--- src/rtl/csl_defs.svh ---
// Constants for the charger safety-limit register bank.
// Assumes inclusion by csl_pkg, csl_regs and the test bench.
`ifndef CSL_DEFS_SVH
`define CSL_DEFS_SVH

// Register offsets
`define CSL_ADDR_STATUS_CONTROL  3'h0
`define CSL_ADDR_GENERAL_CONTROL 3'h1
`define CSL_ADDR_CTRL_BAT_VOLT   3'h2
`define CSL_ADDR_IDENTITY_INFO   3'h3
`define CSL_ADDR_TERM_FAST       3'h4
`define CSL_ADDR_SPECIAL_VOLT    3'h5
`define CSL_ADDR_SAFETY_LIMIT    3'h6
`define CSL_NUM_REGS             3'h7

// Status/control field positions
`define CSL_STAT_LSB             4
`define CSL_FAULT_LSB            0

// Safety limit: [7:4] max current code, [3:0] max voltage code
`define CSL_SAFE_CUR_LSB         4
`define CSL_SAFE_VOLT_LSB        0
// 950 mA max current (code 4), 4.20 V max voltage (code 0)
`define CSL_SAFE_DEFAULT         8'h40

// Reset values of the ordinary registers
`define CSL_REG_RESET            8'h00
// Writable bits of status/control and of the special-voltage register
`define CSL_STATCTL_WMASK        8'hC8
`define CSL_SPECIAL_WMASK        8'h3F

`endif

--- src/rtl/csl_pkg.sv ---
// Types for the charger safety-limit register bank.
// Assumes csl_defs.svh is on the include path.
`include "csl_defs.svh"
package csl_pkg;

  typedef enum logic [1:0] {
    CSL_ST_READY,
    CSL_ST_CHARGING,
    CSL_ST_DONE,
    CSL_ST_FAULT
  } csl_charge_state_t;

  typedef enum logic [2:0] {
    CSL_FLT_NORMAL,
    CSL_FLT_INPUT_OVP,
    CSL_FLT_SLEEP,
    CSL_FLT_WEAK_INPUT,
    CSL_FLT_BAT_OVP
  } csl_fault_t;

  typedef struct packed {
    logic [7:0] status_control;
    logic [7:0] general_control;
    logic [7:0] control_battery_voltage;
    logic [7:0] termination_fast_charge;
    logic [7:0] special_voltage_enable;
    logic [7:0] safety_limit;
    logic       unlocked;
    logic       bat_prev;
    logic       pin_prev;
    logic [7:0] rdata;
  } csl_state_t;

endpackage

--- src/rtl/csl_regs.sv ---
// Register bank of a single-cell charger with a lockable safety-limit register.
// Assumes a serial-bus front end that hands over one decoded register access
// per cycle, and comparator/status inputs synchronous to clock.
`timescale 1ns/1ps
`include "csl_defs.svh"

module csl_regs #(
  parameter bit         HAS_UNLOCK_PIN = 1'b1,   // Variant with the unlock pin
  parameter logic [7:0] IDENTITY_VALUE = 8'h5A   // Arbitrary identity value
) (
  input  wire logic                  clock,             // 10 MHz clock
  input  wire logic                  rstn,              // Synchronous reset, low
  input  wire logic                  wr_en,             // Register write strobe
  input  wire logic                  rd_en,             // Register read strobe
  input  wire logic [2:0]            addr,              // Register address
  input  wire logic [7:0]            wdata,             // Write data
  output logic      [7:0]            rdata,             // Read data, one cycle later
  input  wire logic                  bat_above_short,   // Battery-sense above threshold
  input  wire logic                  limit_unlock_pin,  // Unlock pin level
  input  wire csl_pkg::csl_charge_state_t charge_state, // Charger state
  input  wire csl_pkg::csl_fault_t   fault_code,        // Fault code
  output logic      [3:0]            max_current_code,  // Safety max current
  output logic      [3:0]            max_voltage_code,  // Safety max voltage
  output logic                       limit_unlocked,    // Safety limits writable
  output logic      [7:0]            general_control,   // Control register value
  output logic      [7:0]            control_battery_voltage, // Battery voltage reg
  output logic      [7:0]            termination_fast_charge, // Termination reg
  output logic      [7:0]            special_voltage_enable,  // Special voltage reg
  output logic      [7:0]            status_control_bits      // Writable status bits
);
  import csl_pkg::*;

  csl_state_t st;
  csl_state_t next_st;
  logic       pin_level;
  logic       unlock_evt;
  logic       other_write;

  function automatic logic [7:0] read_mux(input csl_state_t s, input logic [2:0] a,
                                          input logic [1:0] cs, input logic [2:0] fc);
    logic [7:0] v;
    v = 8'h00;
    unique case (a)
      `CSL_ADDR_STATUS_CONTROL:
      begin
        v = s.status_control & `CSL_STATCTL_WMASK;
        v[`CSL_STAT_LSB +: 2]  = cs;
        v[`CSL_FAULT_LSB +: 3] = fc;
      end
      `CSL_ADDR_GENERAL_CONTROL: v = s.general_control;
      `CSL_ADDR_CTRL_BAT_VOLT:   v = s.control_battery_voltage;
      `CSL_ADDR_IDENTITY_INFO:   v = IDENTITY_VALUE;
      `CSL_ADDR_TERM_FAST:       v = s.termination_fast_charge;
      `CSL_ADDR_SPECIAL_VOLT:    v = s.special_voltage_enable;
      `CSL_ADDR_SAFETY_LIMIT:    v = s.safety_limit;
      default:                   v = 8'h00;  // Unmapped address reads zero
    endcase
    return v;
  endfunction

  // Variant without the pin behaves as if the pin were tied high
  assign pin_level  = HAS_UNLOCK_PIN ? limit_unlock_pin : 1'b1;
  assign unlock_evt = (!st.bat_prev && bat_above_short && pin_level)
                    || (HAS_UNLOCK_PIN && !st.pin_prev && limit_unlock_pin
                        && bat_above_short);
  assign other_write = wr_en && (addr < `CSL_NUM_REGS) && (addr != `CSL_ADDR_SAFETY_LIMIT);

  always_comb
  begin
    next_st          = st;
    next_st.bat_prev = bat_above_short;
    next_st.pin_prev = limit_unlock_pin;
    if (rd_en)
      next_st.rdata = read_mux(st, addr, charge_state, fault_code);
    if (wr_en)
    begin
      unique case (addr)
        `CSL_ADDR_STATUS_CONTROL: next_st.status_control = wdata & `CSL_STATCTL_WMASK;
        `CSL_ADDR_GENERAL_CONTROL: next_st.general_control = wdata;
        `CSL_ADDR_CTRL_BAT_VOLT:  next_st.control_battery_voltage = wdata;
        `CSL_ADDR_TERM_FAST:      next_st.termination_fast_charge = wdata;
        `CSL_ADDR_SPECIAL_VOLT:   next_st.special_voltage_enable = wdata & `CSL_SPECIAL_WMASK;
        `CSL_ADDR_SAFETY_LIMIT:
        begin
          if (st.unlocked)
            next_st.safety_limit = wdata;
        end
        default: ;  // Identity and unmapped addresses ignore writes
      endcase
    end
    if (other_write)
      next_st.unlocked = 1'b0;
    // Unlock wins over a write in the same cycle
    if (unlock_evt)
    begin
      next_st.safety_limit = `CSL_SAFE_DEFAULT;
      next_st.unlocked     = 1'b1;
    end
  end

  always_ff @(posedge clock)
  begin
    if (!rstn)
    begin
      st                         <= '0;
      st.status_control          <= `CSL_REG_RESET;
      st.general_control         <= `CSL_REG_RESET;
      st.control_battery_voltage <= `CSL_REG_RESET;
      st.termination_fast_charge <= `CSL_REG_RESET;
      st.special_voltage_enable  <= `CSL_REG_RESET;
      st.safety_limit            <= `CSL_SAFE_DEFAULT;
      st.unlocked                <= 1'b0;
      // Treat inputs as already high so reset alone never unlocks
      st.bat_prev                <= 1'b1;
      st.pin_prev                <= 1'b1;
      st.rdata                   <= 8'h00;
    end
    else
    begin
      st <= next_st;
    end
  end

  assign rdata                   = st.rdata;
  assign max_current_code        = st.safety_limit[`CSL_SAFE_CUR_LSB +: 4];
  assign max_voltage_code        = st.safety_limit[`CSL_SAFE_VOLT_LSB +: 4];
  assign limit_unlocked          = st.unlocked;
  assign general_control         = st.general_control;
  assign control_battery_voltage = st.control_battery_voltage;
  assign termination_fast_charge = st.termination_fast_charge;
  assign special_voltage_enable  = st.special_voltage_enable;
  assign status_control_bits     = st.status_control;
endmodule // csl_regs

--- config.mk ---
export PLATFORM = sky130hd
export DESIGN_NAME = csl_regs
export DESIGN_NICKNAME = d
export VERILOG_FILES = /design/src/rtl/csl_pkg.sv /design/src/rtl/csl_regs.sv
export VERILOG_INCLUDE_DIRS = /design/src /design/src/rtl
export SDC_FILE = /design/constraint.sdc
export NUM_CORES = 1
export LEC_CHECK = 0
export ABC_CLOCK_PERIOD_IN_PS = 3200
export BUFFER_PORTS_ARGS = -buffer_cell sky130_fd_sc_hd__buf_2
export CAP_MARGIN = 20
export CORE_MARGIN = 1
export CORE_UTILIZATION = 25
export DETAILED_ROUTE_END_ITERATION = 8
export PLACE_DENSITY = 0.47
export SYNTH_ARGS = -nofsm -noshare
export SYNTH_HDL_FRONTEND = slang
export SYNTH_SLANG_ARGS = --single-unit
--- constraint.sdc ---
create_clock -name clock -period 3.2 [get_ports clock]
set_input_delay 0.64 -clock clock [delete_from_list [all_inputs] [get_ports clock]]
set_output_delay 0.64 -clock clock [all_outputs]
set_load 0.1 [all_outputs]
==> results.yml, run 1 <==
timing:
  max_clock_freq_ghz: 0.4754
  slew_headroom: 0.5762
  post-route-period-util: 0.6573
  rsz0062_at_grt: "no"
  final.setup.tns_ps: 0
  period_minus_slack_ps: 2103
  setup_viol: 0
  hold_viol_final: 0
  tightest_slew_ps: 635.7
  fin_skew_ps: 3.192
  drv_slew: 0
clock_tree:
  h-tree-depth: 2
  cts_max_path_buffers: 2
  cts_made_buffers: 5
  post_cts_buffers: 0
  clk_pin_slew_ps: 70
  clockRootBuffer: "clkbuf_16"
  worstSkewPairLatency_ps: 290
  post_cts_resized: 0
  cts.sinks: 52
  hold_buffers: 0
  cts_tree: "built"
detailed_routing:
  drt-initial-drc-count: 112
  totalWireLength_mm: 7.692
  vias_per_cell: 4.493
  dr.pass1.iters: 4
  ant_nets: 0
  drc_errors: 0
  avgRoutedWirePerCell_um: 16.26
  vias: 2125
critical_path:
  cp.required_ps: 3340
  crit_arrival_ps: 2250
  criticalPathCategory: "in -> reg"
  rrSetupSlack_ps: 1850
  worstSetupEndpointType: "register"
  critPathMaxFanout: 22
  startpoint_type: "input port"
synthesis:
  synth_edf_count: 0
  synth_area_leaders: "dfxtp_1 (37%), buf_4 (16%), mux2i_1 (8.8%), nand2_1 (7.6%), a21boi_0 (4.5%)"
  synth.distinct_cells: 42
  synthTopCellsByCount: "buf_4 (59), nand2_1 (57), dfxtp_1 (52), mux2i_1 (25), nor2_1 (18)"
  syn_inst: 321
  async_flop_share: 0
  syn_area_um2: 2830
  ys_ff_latch: 52
  ys_warn_count: 0
  syn_area_per_cell_um2: 8.817
  yosysMostFrequentCell: "buf_4"
  synthFlopType: "dfxtp_1"
  yosys.area.top_type_share: 0.3678
  yosysTopAreaCell: "dfxtp_1"
  seq_area_frac_synth: 0.3678
floorplanning:
  die_x_um: 108.4
  start_util: 0.2588
  pin_count: 79
  die_y_um: 108.4
  die-area_um2: 11750
  rows: 38
  core_area_um2: 10940
power:
  vdd_drop_max_mv: 0.1827
  total_power_uw: 1514
  pwr_density_cell_nw_per_um2: 503.9
  p_leak_uw: 0.001264
final_layout:
  drive_above_1_share: 0.2733
  n_antenna_cell: 0
  fillers: 1213
  fin_nets: 355
  area_delta_synth_final_pct: 6.145
global_routing:
  first_global_vias: 2015
  grt_usage: 0.1351
  gr-total-overflow: 0
  grt_pass1_wl_mm: 11.70
  grt_start_max_net_pins: 40
  antenna_found_initial: 0
placement:
  portBuffers: 71
  dp_hpwl_mm: 5.684
  place_congestion: 0.7248
min_path:
  worstHoldPathType: "reg -> reg"
outcome:
  outcome: "finished, final reports clean"
flow_run:
  drv_cap: 0
state kept, by name, summed over array words and instances, names as in the netlist:
name and flops:
st 2, control_battery_voltage 8, termination_fast_charge 8, status_control_bits 3, max_voltage_code 4, special_voltage_enable 6
rdata 8, max_current_code 4, general_control 8, limit_unlocked 1
metal layers:
metal  part of all wire  global-route usage
met1               0.49              0.1868
met2               0.42              0.1998
met3              0.070             0.03376
met4              0.020             0.05212
met5                  0                   0
logic make-up (layout without fill, tap and decap cells):
logic type             count (synthesis)  count (layout)  share of synthesized area
other                                  1               7                   0.001325
AOI/OAI and AO/OA                     52              52                     0.1401
and+or+nand+nor                      111             111                     0.1852
DFF                                   52              52                     0.3678
buffers and inverters                 73              79                     0.1892
muxes                                 32              32                     0.1163
critical path, cell delays in order:
cell     delay, ps
buf_2          400
nor2b_1        330
and4_1         540
mux2i_1        240
nand3_1         90
worst paths after layout:
kind	from	end	depth (start not counted)
setup / recovery	addr[1]	max_current_code[2]$_SDFFE_PP1P_	5
setup reg to reg	limit_unlocked$_SDFFE_PN0P_	max_current_code[2]$_SDFFE_PP1P_	3
hold reg to reg	rdata[5]$_SDFFE_PN0P_	rdata[5]$_SDFFE_PN0P_	2
hold / removal	rdata[5]$_SDFFE_PN0P_	rdata[5]$_SDFFE_PN0P_	2
power breakdown:
group / switching (µW) / leakage [µW] / internal, µW
clock network: 226 / 0.0000760 / 329
logic: 228 / 0.000766 / 55.3
registers: 11.4 / 0.000422 / 664
total: 466 / 0.00126 / 1050
metrics by stage:
step / hold slack [ps] / worst slack (ps) / instances / utilization / area [µm²]
global placement: 471.1 / 857.2 / 466 / 0.2608 / 2851
finish: 475.1 / 1097 / 473 / 0.2747 / 3004
CTS: 478.9 / 1109 / 473 / 0.2747 / 3004
floorplan: 445.9 / 1392 / 327 / - / 2853
detailed placement: 465.7 / 794.9 / 466 / 0.2608 / 2851
global route: 485.2 / 976.4 / 473 / 0.2747 / 3004
cells in the final DEF, fill, tap and decap left out, types with 5 or more instances in the layout:
cell | netlist | layout
mux2_2 | 7 | 7
dfxtp_1 | 52 | 52
a21boi_0 | 17 | 17
a21boi_1 | 8 | 8
o21ai_0 | 5 | 5
mux2i_1 | 25 | 25
nor2b_1 | 13 | 13
clkbuf_16 | 0 | 5
nand2_1 | 57 | 57
buf_2 | 2 | 71
nor2_1 | 18 | 18
conb_1 | 1 | 7
area by class of cell:
class                      count  area [µm²]  share of cell area
multi-input combinational    202        1276              0.4248
sequential                    52        1041              0.3465
timing repair buffer          71       355.3              0.1183
tap                          140       175.2             0.05831
clock buffer                   7       152.6             0.05081
inverter                       1       3.754            0.001249
Note: power is estimated with default switching activity, not from simulation.
==> run 2: changes to the inputs <==
- ABC_CLOCK_PERIOD_IN_PS: 3200 -> 2100
- clock period: 3.2 -> 2.1 ns (I/O delays scaled with it)
==> results.yml, run 2 (same netlist as run 1, synthesis figures left out) <==
critical_path:
  startpoint: "addr[0]"
  crit_buf_inv: 1
  criticalPathCategory: "in -> reg"
  worstReg2RegStart: "termination_fast_charge[0]$_SDFFE_PN0P_"
  timing.rr.end: "rdata[0]$_SDFFE_PN0P_"
  slowest_stage: "a222oi_1"
  cp.required_ps: 2260
  worstRegToRegCells: 3
  cp_cell_sequence: "buf_2 > mux2_2 > a222oi_1 > a211oi_1"
  crit_arrival_ps: 1840
  startpoint_type: "input port"
  rrSetupSlack_ps: 750
  worstSetupEndpointType: "register"
  critPathMaxFanout: 25
  crit_family: "compound AO/OA/AOI/OAI gates"
  max_stage_delay_ps: 480
detailed_routing:
  drc_errors: 0
  avgRoutedWirePerCell_um: 16.46
  ant_nets: 0
  dr.pass1.iters: 4
  vias: 2137
  totalWireLength_mm: 7.901
  vias_per_cell: 4.452
  drt-initial-drc-count: 77
final_layout:
  final_common_cell: "buf_2"
  fillers: 1204
  n_antenna_cell: 0
  fin_nets: 361
  drive_above_1_share: 0.2882
  area_delta_synth_final_pct: 8.709
  layout_common_cells: "buf_2 (71), nand2_1 (57), dfxtp_1 (52), mux2i_1 (25), nor2_1 (18)"
  finalInstanceArea_um2: 3077
global_routing:
  first_global_vias: 2080
  grt_pass1_wl_mm: 11.76
  gr-total-overflow: 0
  grt_usage: 0.1362
  antenna_found_initial: 0
  grt_start_max_net_pins: 26
timing:
  layout_setup_ws_ps: 422.6
  period_minus_slack_ps: 1677
  max_clock_freq_ghz: 0.5962
  hold_viol_final: 0
  fin_skew_ps: 2.888
  post-route-period-util: 0.7988
  setup_viol: 0
  drv_slew: 0
  rsz0062_at_grt: "no"
  final.setup.tns_ps: 0
floorplanning:
  start_util: 0.2588
  die_x_um: 108.4
  core_area_um2: 10940
  rows: 38
  die_y_um: 108.4
  pin_count: 79
  die-area_um2: 11750
placement:
  dp_hpwl_mm: 5.905
  placed_area_um2: 2909
  place_congestion: 0.7666
  portBuffers: 71
  dp_slack_ps: 140.7
outcome:
  outcome: "finished, final reports clean"
clock_tree:
  hold_buffers: 0
  clockRootBuffer: "clkbuf_16"
  clk_pin_slew_ps: 70
  worstSkewPairLatency_ps: 290
  cts_max_path_buffers: 2
  cts_made_buffers: 5
  cts_tree: "built"
  cts.sinks: 52
  post_cts_buffers: 0
  h-tree-depth: 2
  post_cts_resized: 0
flow_run:
  drv_cap: 0
min_path:
  hp-start: "limit_unlock_pin"
  whs_path_depth: 2
  worstHoldPathType: "in -> reg"
  hold_path_end: "st[8]$_SDFF_PN1_"
power:
  vdd_drop_max_mv: 0.2879
  pwr_density_cell_nw_per_um2: 783.9
  p_leak_uw: 0.001303
## run 2: changes by cell type in the layout (fill, tap and decap cells not counted), sizes merged
cell,before,now
bufinv,0,1
clkbuf,7,5
buf,71,77
clkinvlp,0,1
clkinv,0,1
## run 2: metal layers
| layer | share of wire | vias up | routed length [µm] | global-route usage |
|---|---|---|---|---|
| met5 | 0 | - | 0 | 0 |
| met4 | 0.019 | 0 | 153 | 0.04826 |
| met3 | 0.048 | 13 | 380 | 0.02833 |
| met2 | 0.44 | 53 | 3470 | 0.2102 |
| met1 | 0.49 | 1013 | 3897 | 0.1864 |
| li1 | - | 1058 | - | - |
## run 2: area by class of cell
class                      count  area, µm²  area share
multi-input combinational    202       1276      0.4148
sequential                    52       1041      0.3383
timing repair buffer          77      412.9      0.1342
tap                          140      175.2     0.05693
clock buffer                   5      125.1     0.04067
clock inverter                 3      42.54     0.01383
inverter                       1      3.754    0.001220
## run 2: worst max-delay path by stage
stage / endpoint / depth (start not counted)
floorplan: max_current_code[2]$_SDFFE_PP1P_ / 4
global placement: rdata[0]$_SDFFE_PN0P_ / 4
detailed placement: rdata[0]$_SDFFE_PN0P_ / 4
CTS: rdata[0]$_SDFFE_PN0P_ / 4
global route: rdata[0]$_SDFFE_PN0P_ / 4
finish: rdata[0]$_SDFFE_PN0P_ / 4
## run 2: metrics by stage
stage | hold slack, ps | power, µW | cells | util
after floorplan | 445.9 | 1444 | 327 | -
after global placement | 459.6 | 1496 | 472 | 0.2660
after detailed placement | 469.6 | 1498 | 472 | 0.2660
after CTS | 319.6 | 2434 | 480 | 0.2814
after global routing | 326.9 | 2491 | 480 | 0.2814
final | 324.1 | 2412 | 480 | 0.2814
## run 2: where the power goes
group          leakage, µW  total [µW]  internal (µW)  switching, µW
Clock            0.0000798         938            561            377
Combinational     0.000801         445           92.3            353
Sequential        0.000422        1030           1010           17.5
==> run 3: changes to the inputs <==
- ABC_AREA: unset -> 1
- ABC_CLOCK_PERIOD_IN_PS: 2100 -> 1500
- PLACE_DENSITY: 0.47 -> 0.49
- clock period: 2.1 -> 1.5 ns (I/O delays scaled with it)
==> results.yml, run 3 <==
outcome:
  outcome: "finished, final reports clean"
clock_tree:
  hold_buffers: 0
  cts_max_path_buffers: 2
  cts.sinks: 52
  cts_made_buffers: 5
  post_cts_resized: 0
  h-tree-depth: 2
  clockRootBuffer: "clkbuf_16"
  post_cts_buffers: 0
  cts_tree: "built"
  clk_pin_slew_ps: 70
  worstSkewPairLatency_ps: 290
timing:
  period_minus_slack_ps: 1475
  max_clock_freq_ghz: 0.6781
  rsz0062_at_grt: "no"
  drv_slew: 0
  setup_viol: 0
  layout_setup_ws_ps: 25.38
  hold_viol_final: 0
  holdWs_ps: 212.7
  post-route-period-util: 0.9831
  fin_skew_ps: 6.110
  final.setup.tns_ps: 0
floorplanning:
  start_util: 0.2589
  die_x_um: 108.7
  die-area_um2: 11810
  rows: 38
  pin_count: 79
  core_area_um2: 10980
  die_y_um: 108.7
synthesis:
  ys_ff_latch: 52
  yosysTopAreaCell: "dfxtp_1"
  ys_warn_count: 0
  async_flop_share: 0
  synth.distinct_cells: 24
  seq_area_frac_synth: 0.3660
  synthTopCellsByCount: "buf_4 (57), nor2_1 (53), dfxtp_1 (52), nand2_1 (47), o21ai_0 (38)"
  yosysMostFrequentCell: "buf_4"
  syn_area_per_cell_um2: 7.292
  synthFlopType: "dfxtp_1"
  synth_area_leaders: "dfxtp_1 (37%), buf_4 (15%), nor2_1 (7.0%), o21ai_0 (6.7%), nand2_1 (6.2%)"
  syn_area_um2: 2844
  synth_edf_count: 0
  yosys.area.top_type_share: 0.3660
  syn_inst: 390
global_routing:
  first_global_vias: 2237
  use_met3: 0.03825
  use_met1: 0.2078
  grt_start_max_net_pins: 34
  antenna_found_initial: 0
  grt-busiest-layer: "met2"
  grt_pass1_wl_mm: 12.81
  met2_usage: 0.2215
  grt_usage: 0.1489
  gr-total-overflow: 0
detailed_routing:
  drt-initial-drc-count: 130
  vias: 2438
  totalWireLength_mm: 8.387
  avgRoutedWirePerCell_um: 15.11
  drc_errors: 0
  vias_per_cell: 4.393
  ant_nets: 0
  dr.pass1.iters: 4
critical_path:
  worstRegToRegCells: 4
  slowest_stage: "buf_2"
  crit_family: "buffers and inverters"
  worstSetupEndpointType: "output port"
  startpoint_type: "register"
  crit_arrival_ps: 1170
  critPathMaxFanout: 3
  max_stage_delay_ps: 470
  crit_buf_inv: 1
  timing.rr.end: "max_current_code[0]$_SDFFE_PP0P_"
  cp.required_ps: 1200
  cp_cell_sequence: "buf_2"
  worstReg2RegStart: "limit_unlocked$_SDFFE_PN0P_"
  criticalPathCategory: "reg -> out"
  rrSetupSlack_ps: 440
placement:
  dp_slack_ps: 24.68
  dp_hpwl_mm: 6.400
  portBuffers: 71
  place_congestion: 0.7996
final_layout:
  final_common_cell: "buf_2"
  drive_above_1_share: 0.2627
  n_antenna_cell: 0
  layout_common_cells: "buf_2 (71), nor2_1 (53), dfxtp_1 (51), nand2_1 (47), o21ai_0 (38)"
  area_delta_synth_final_pct: 10.43
  fillers: 1241
  fin_util: 0.2859
  fin_nets: 436
power:
  pwr_density_cell_nw_per_um2: 1065
  total_power_uw: 3344
  vdd_drop_max_mv: 0.4370
  p_leak_uw: 0.001477
min_path:
  worstHoldPathType: "in -> reg"
  hold_path_end: "st[8]$_SDFF_PN1_"
  hp-start: "limit_unlock_pin"
  whs_path_depth: 2
flow_run:
  drv_cap: 0
[run 3: metal layers]
metal	part of all wire	vias to the layer above	routed length, µm
li1	-	1259	-
met1	0.49	1109	4068
met2	0.45	63	3733
met3	0.057	7	476
met4	0.013	0	108
met5	0	-	0
[run 3: area by class of cell]
type / instances / area, µm² / share of cell area
clock buffers: 5 / 125.1 / 0.03984
clock inverters: 3 / 22.52 / 0.007171
inverters: 33 / 128.9 / 0.04104
multi-input cells: 238 / 1156 / 0.3681
flip-flops and latches: 52 / 1042 / 0.3319
well taps: 140 / 175.2 / 0.05578
repair buffers: 84 / 490.5 / 0.1562
[run 3: worst max-delay path by stage]
stage | from | end | slack, ps | cells after the start
floorplan | limit_unlocked$_SDFFE_PN0P_ | max_current_code[0]$_SDFFE_PP0P_ | 230 | 4
global placement | addr[1] | max_voltage_code[1]$_SDFFE_PP0P_ | 20 | 7
detailed placement | addr[0] | max_current_code[0]$_SDFFE_PP0P_ | 20 | 7
CTS | max_current_code[1]$_SDFFE_PP0P_ | max_current_code[1] | 50 | 1
global route | max_current_code[1]$_SDFFE_PP0P_ | max_current_code[1] | 1 | 1
finish | max_current_code[1]$_SDFFE_PP0P_ | max_current_code[1] | 30 | 1
[run 3: logic make-up after synthesis]
logic type | Yosys count | share of synthesized area
compound gates | 71 | 0.1280
buf+inv | 106 | 0.2354
flops | 52 | 0.3660
other cells | 1 | 0.001319
simple gates | 160 | 0.2692
[run 3: per-stage QoR]
stage / area (µm²) / std cells
2_1_floorplan: 2868 / 396
3_3_place_gp: 2993 / 547
3_5_place_dp: 2993 / 547
4_1_cts: 3141 / 555
5_1_grt: 3141 / 555
6_report: 3141 / 555
[run 3: power breakdown]
| part | internal (µW) | switching, µW | total, µW |
|---|---|---|---|
| combinational | 134 | 587 | 721 |
| clock | 626 | 539 | 1160 |
| sequential | 1420 | 35.1 | 1460 |
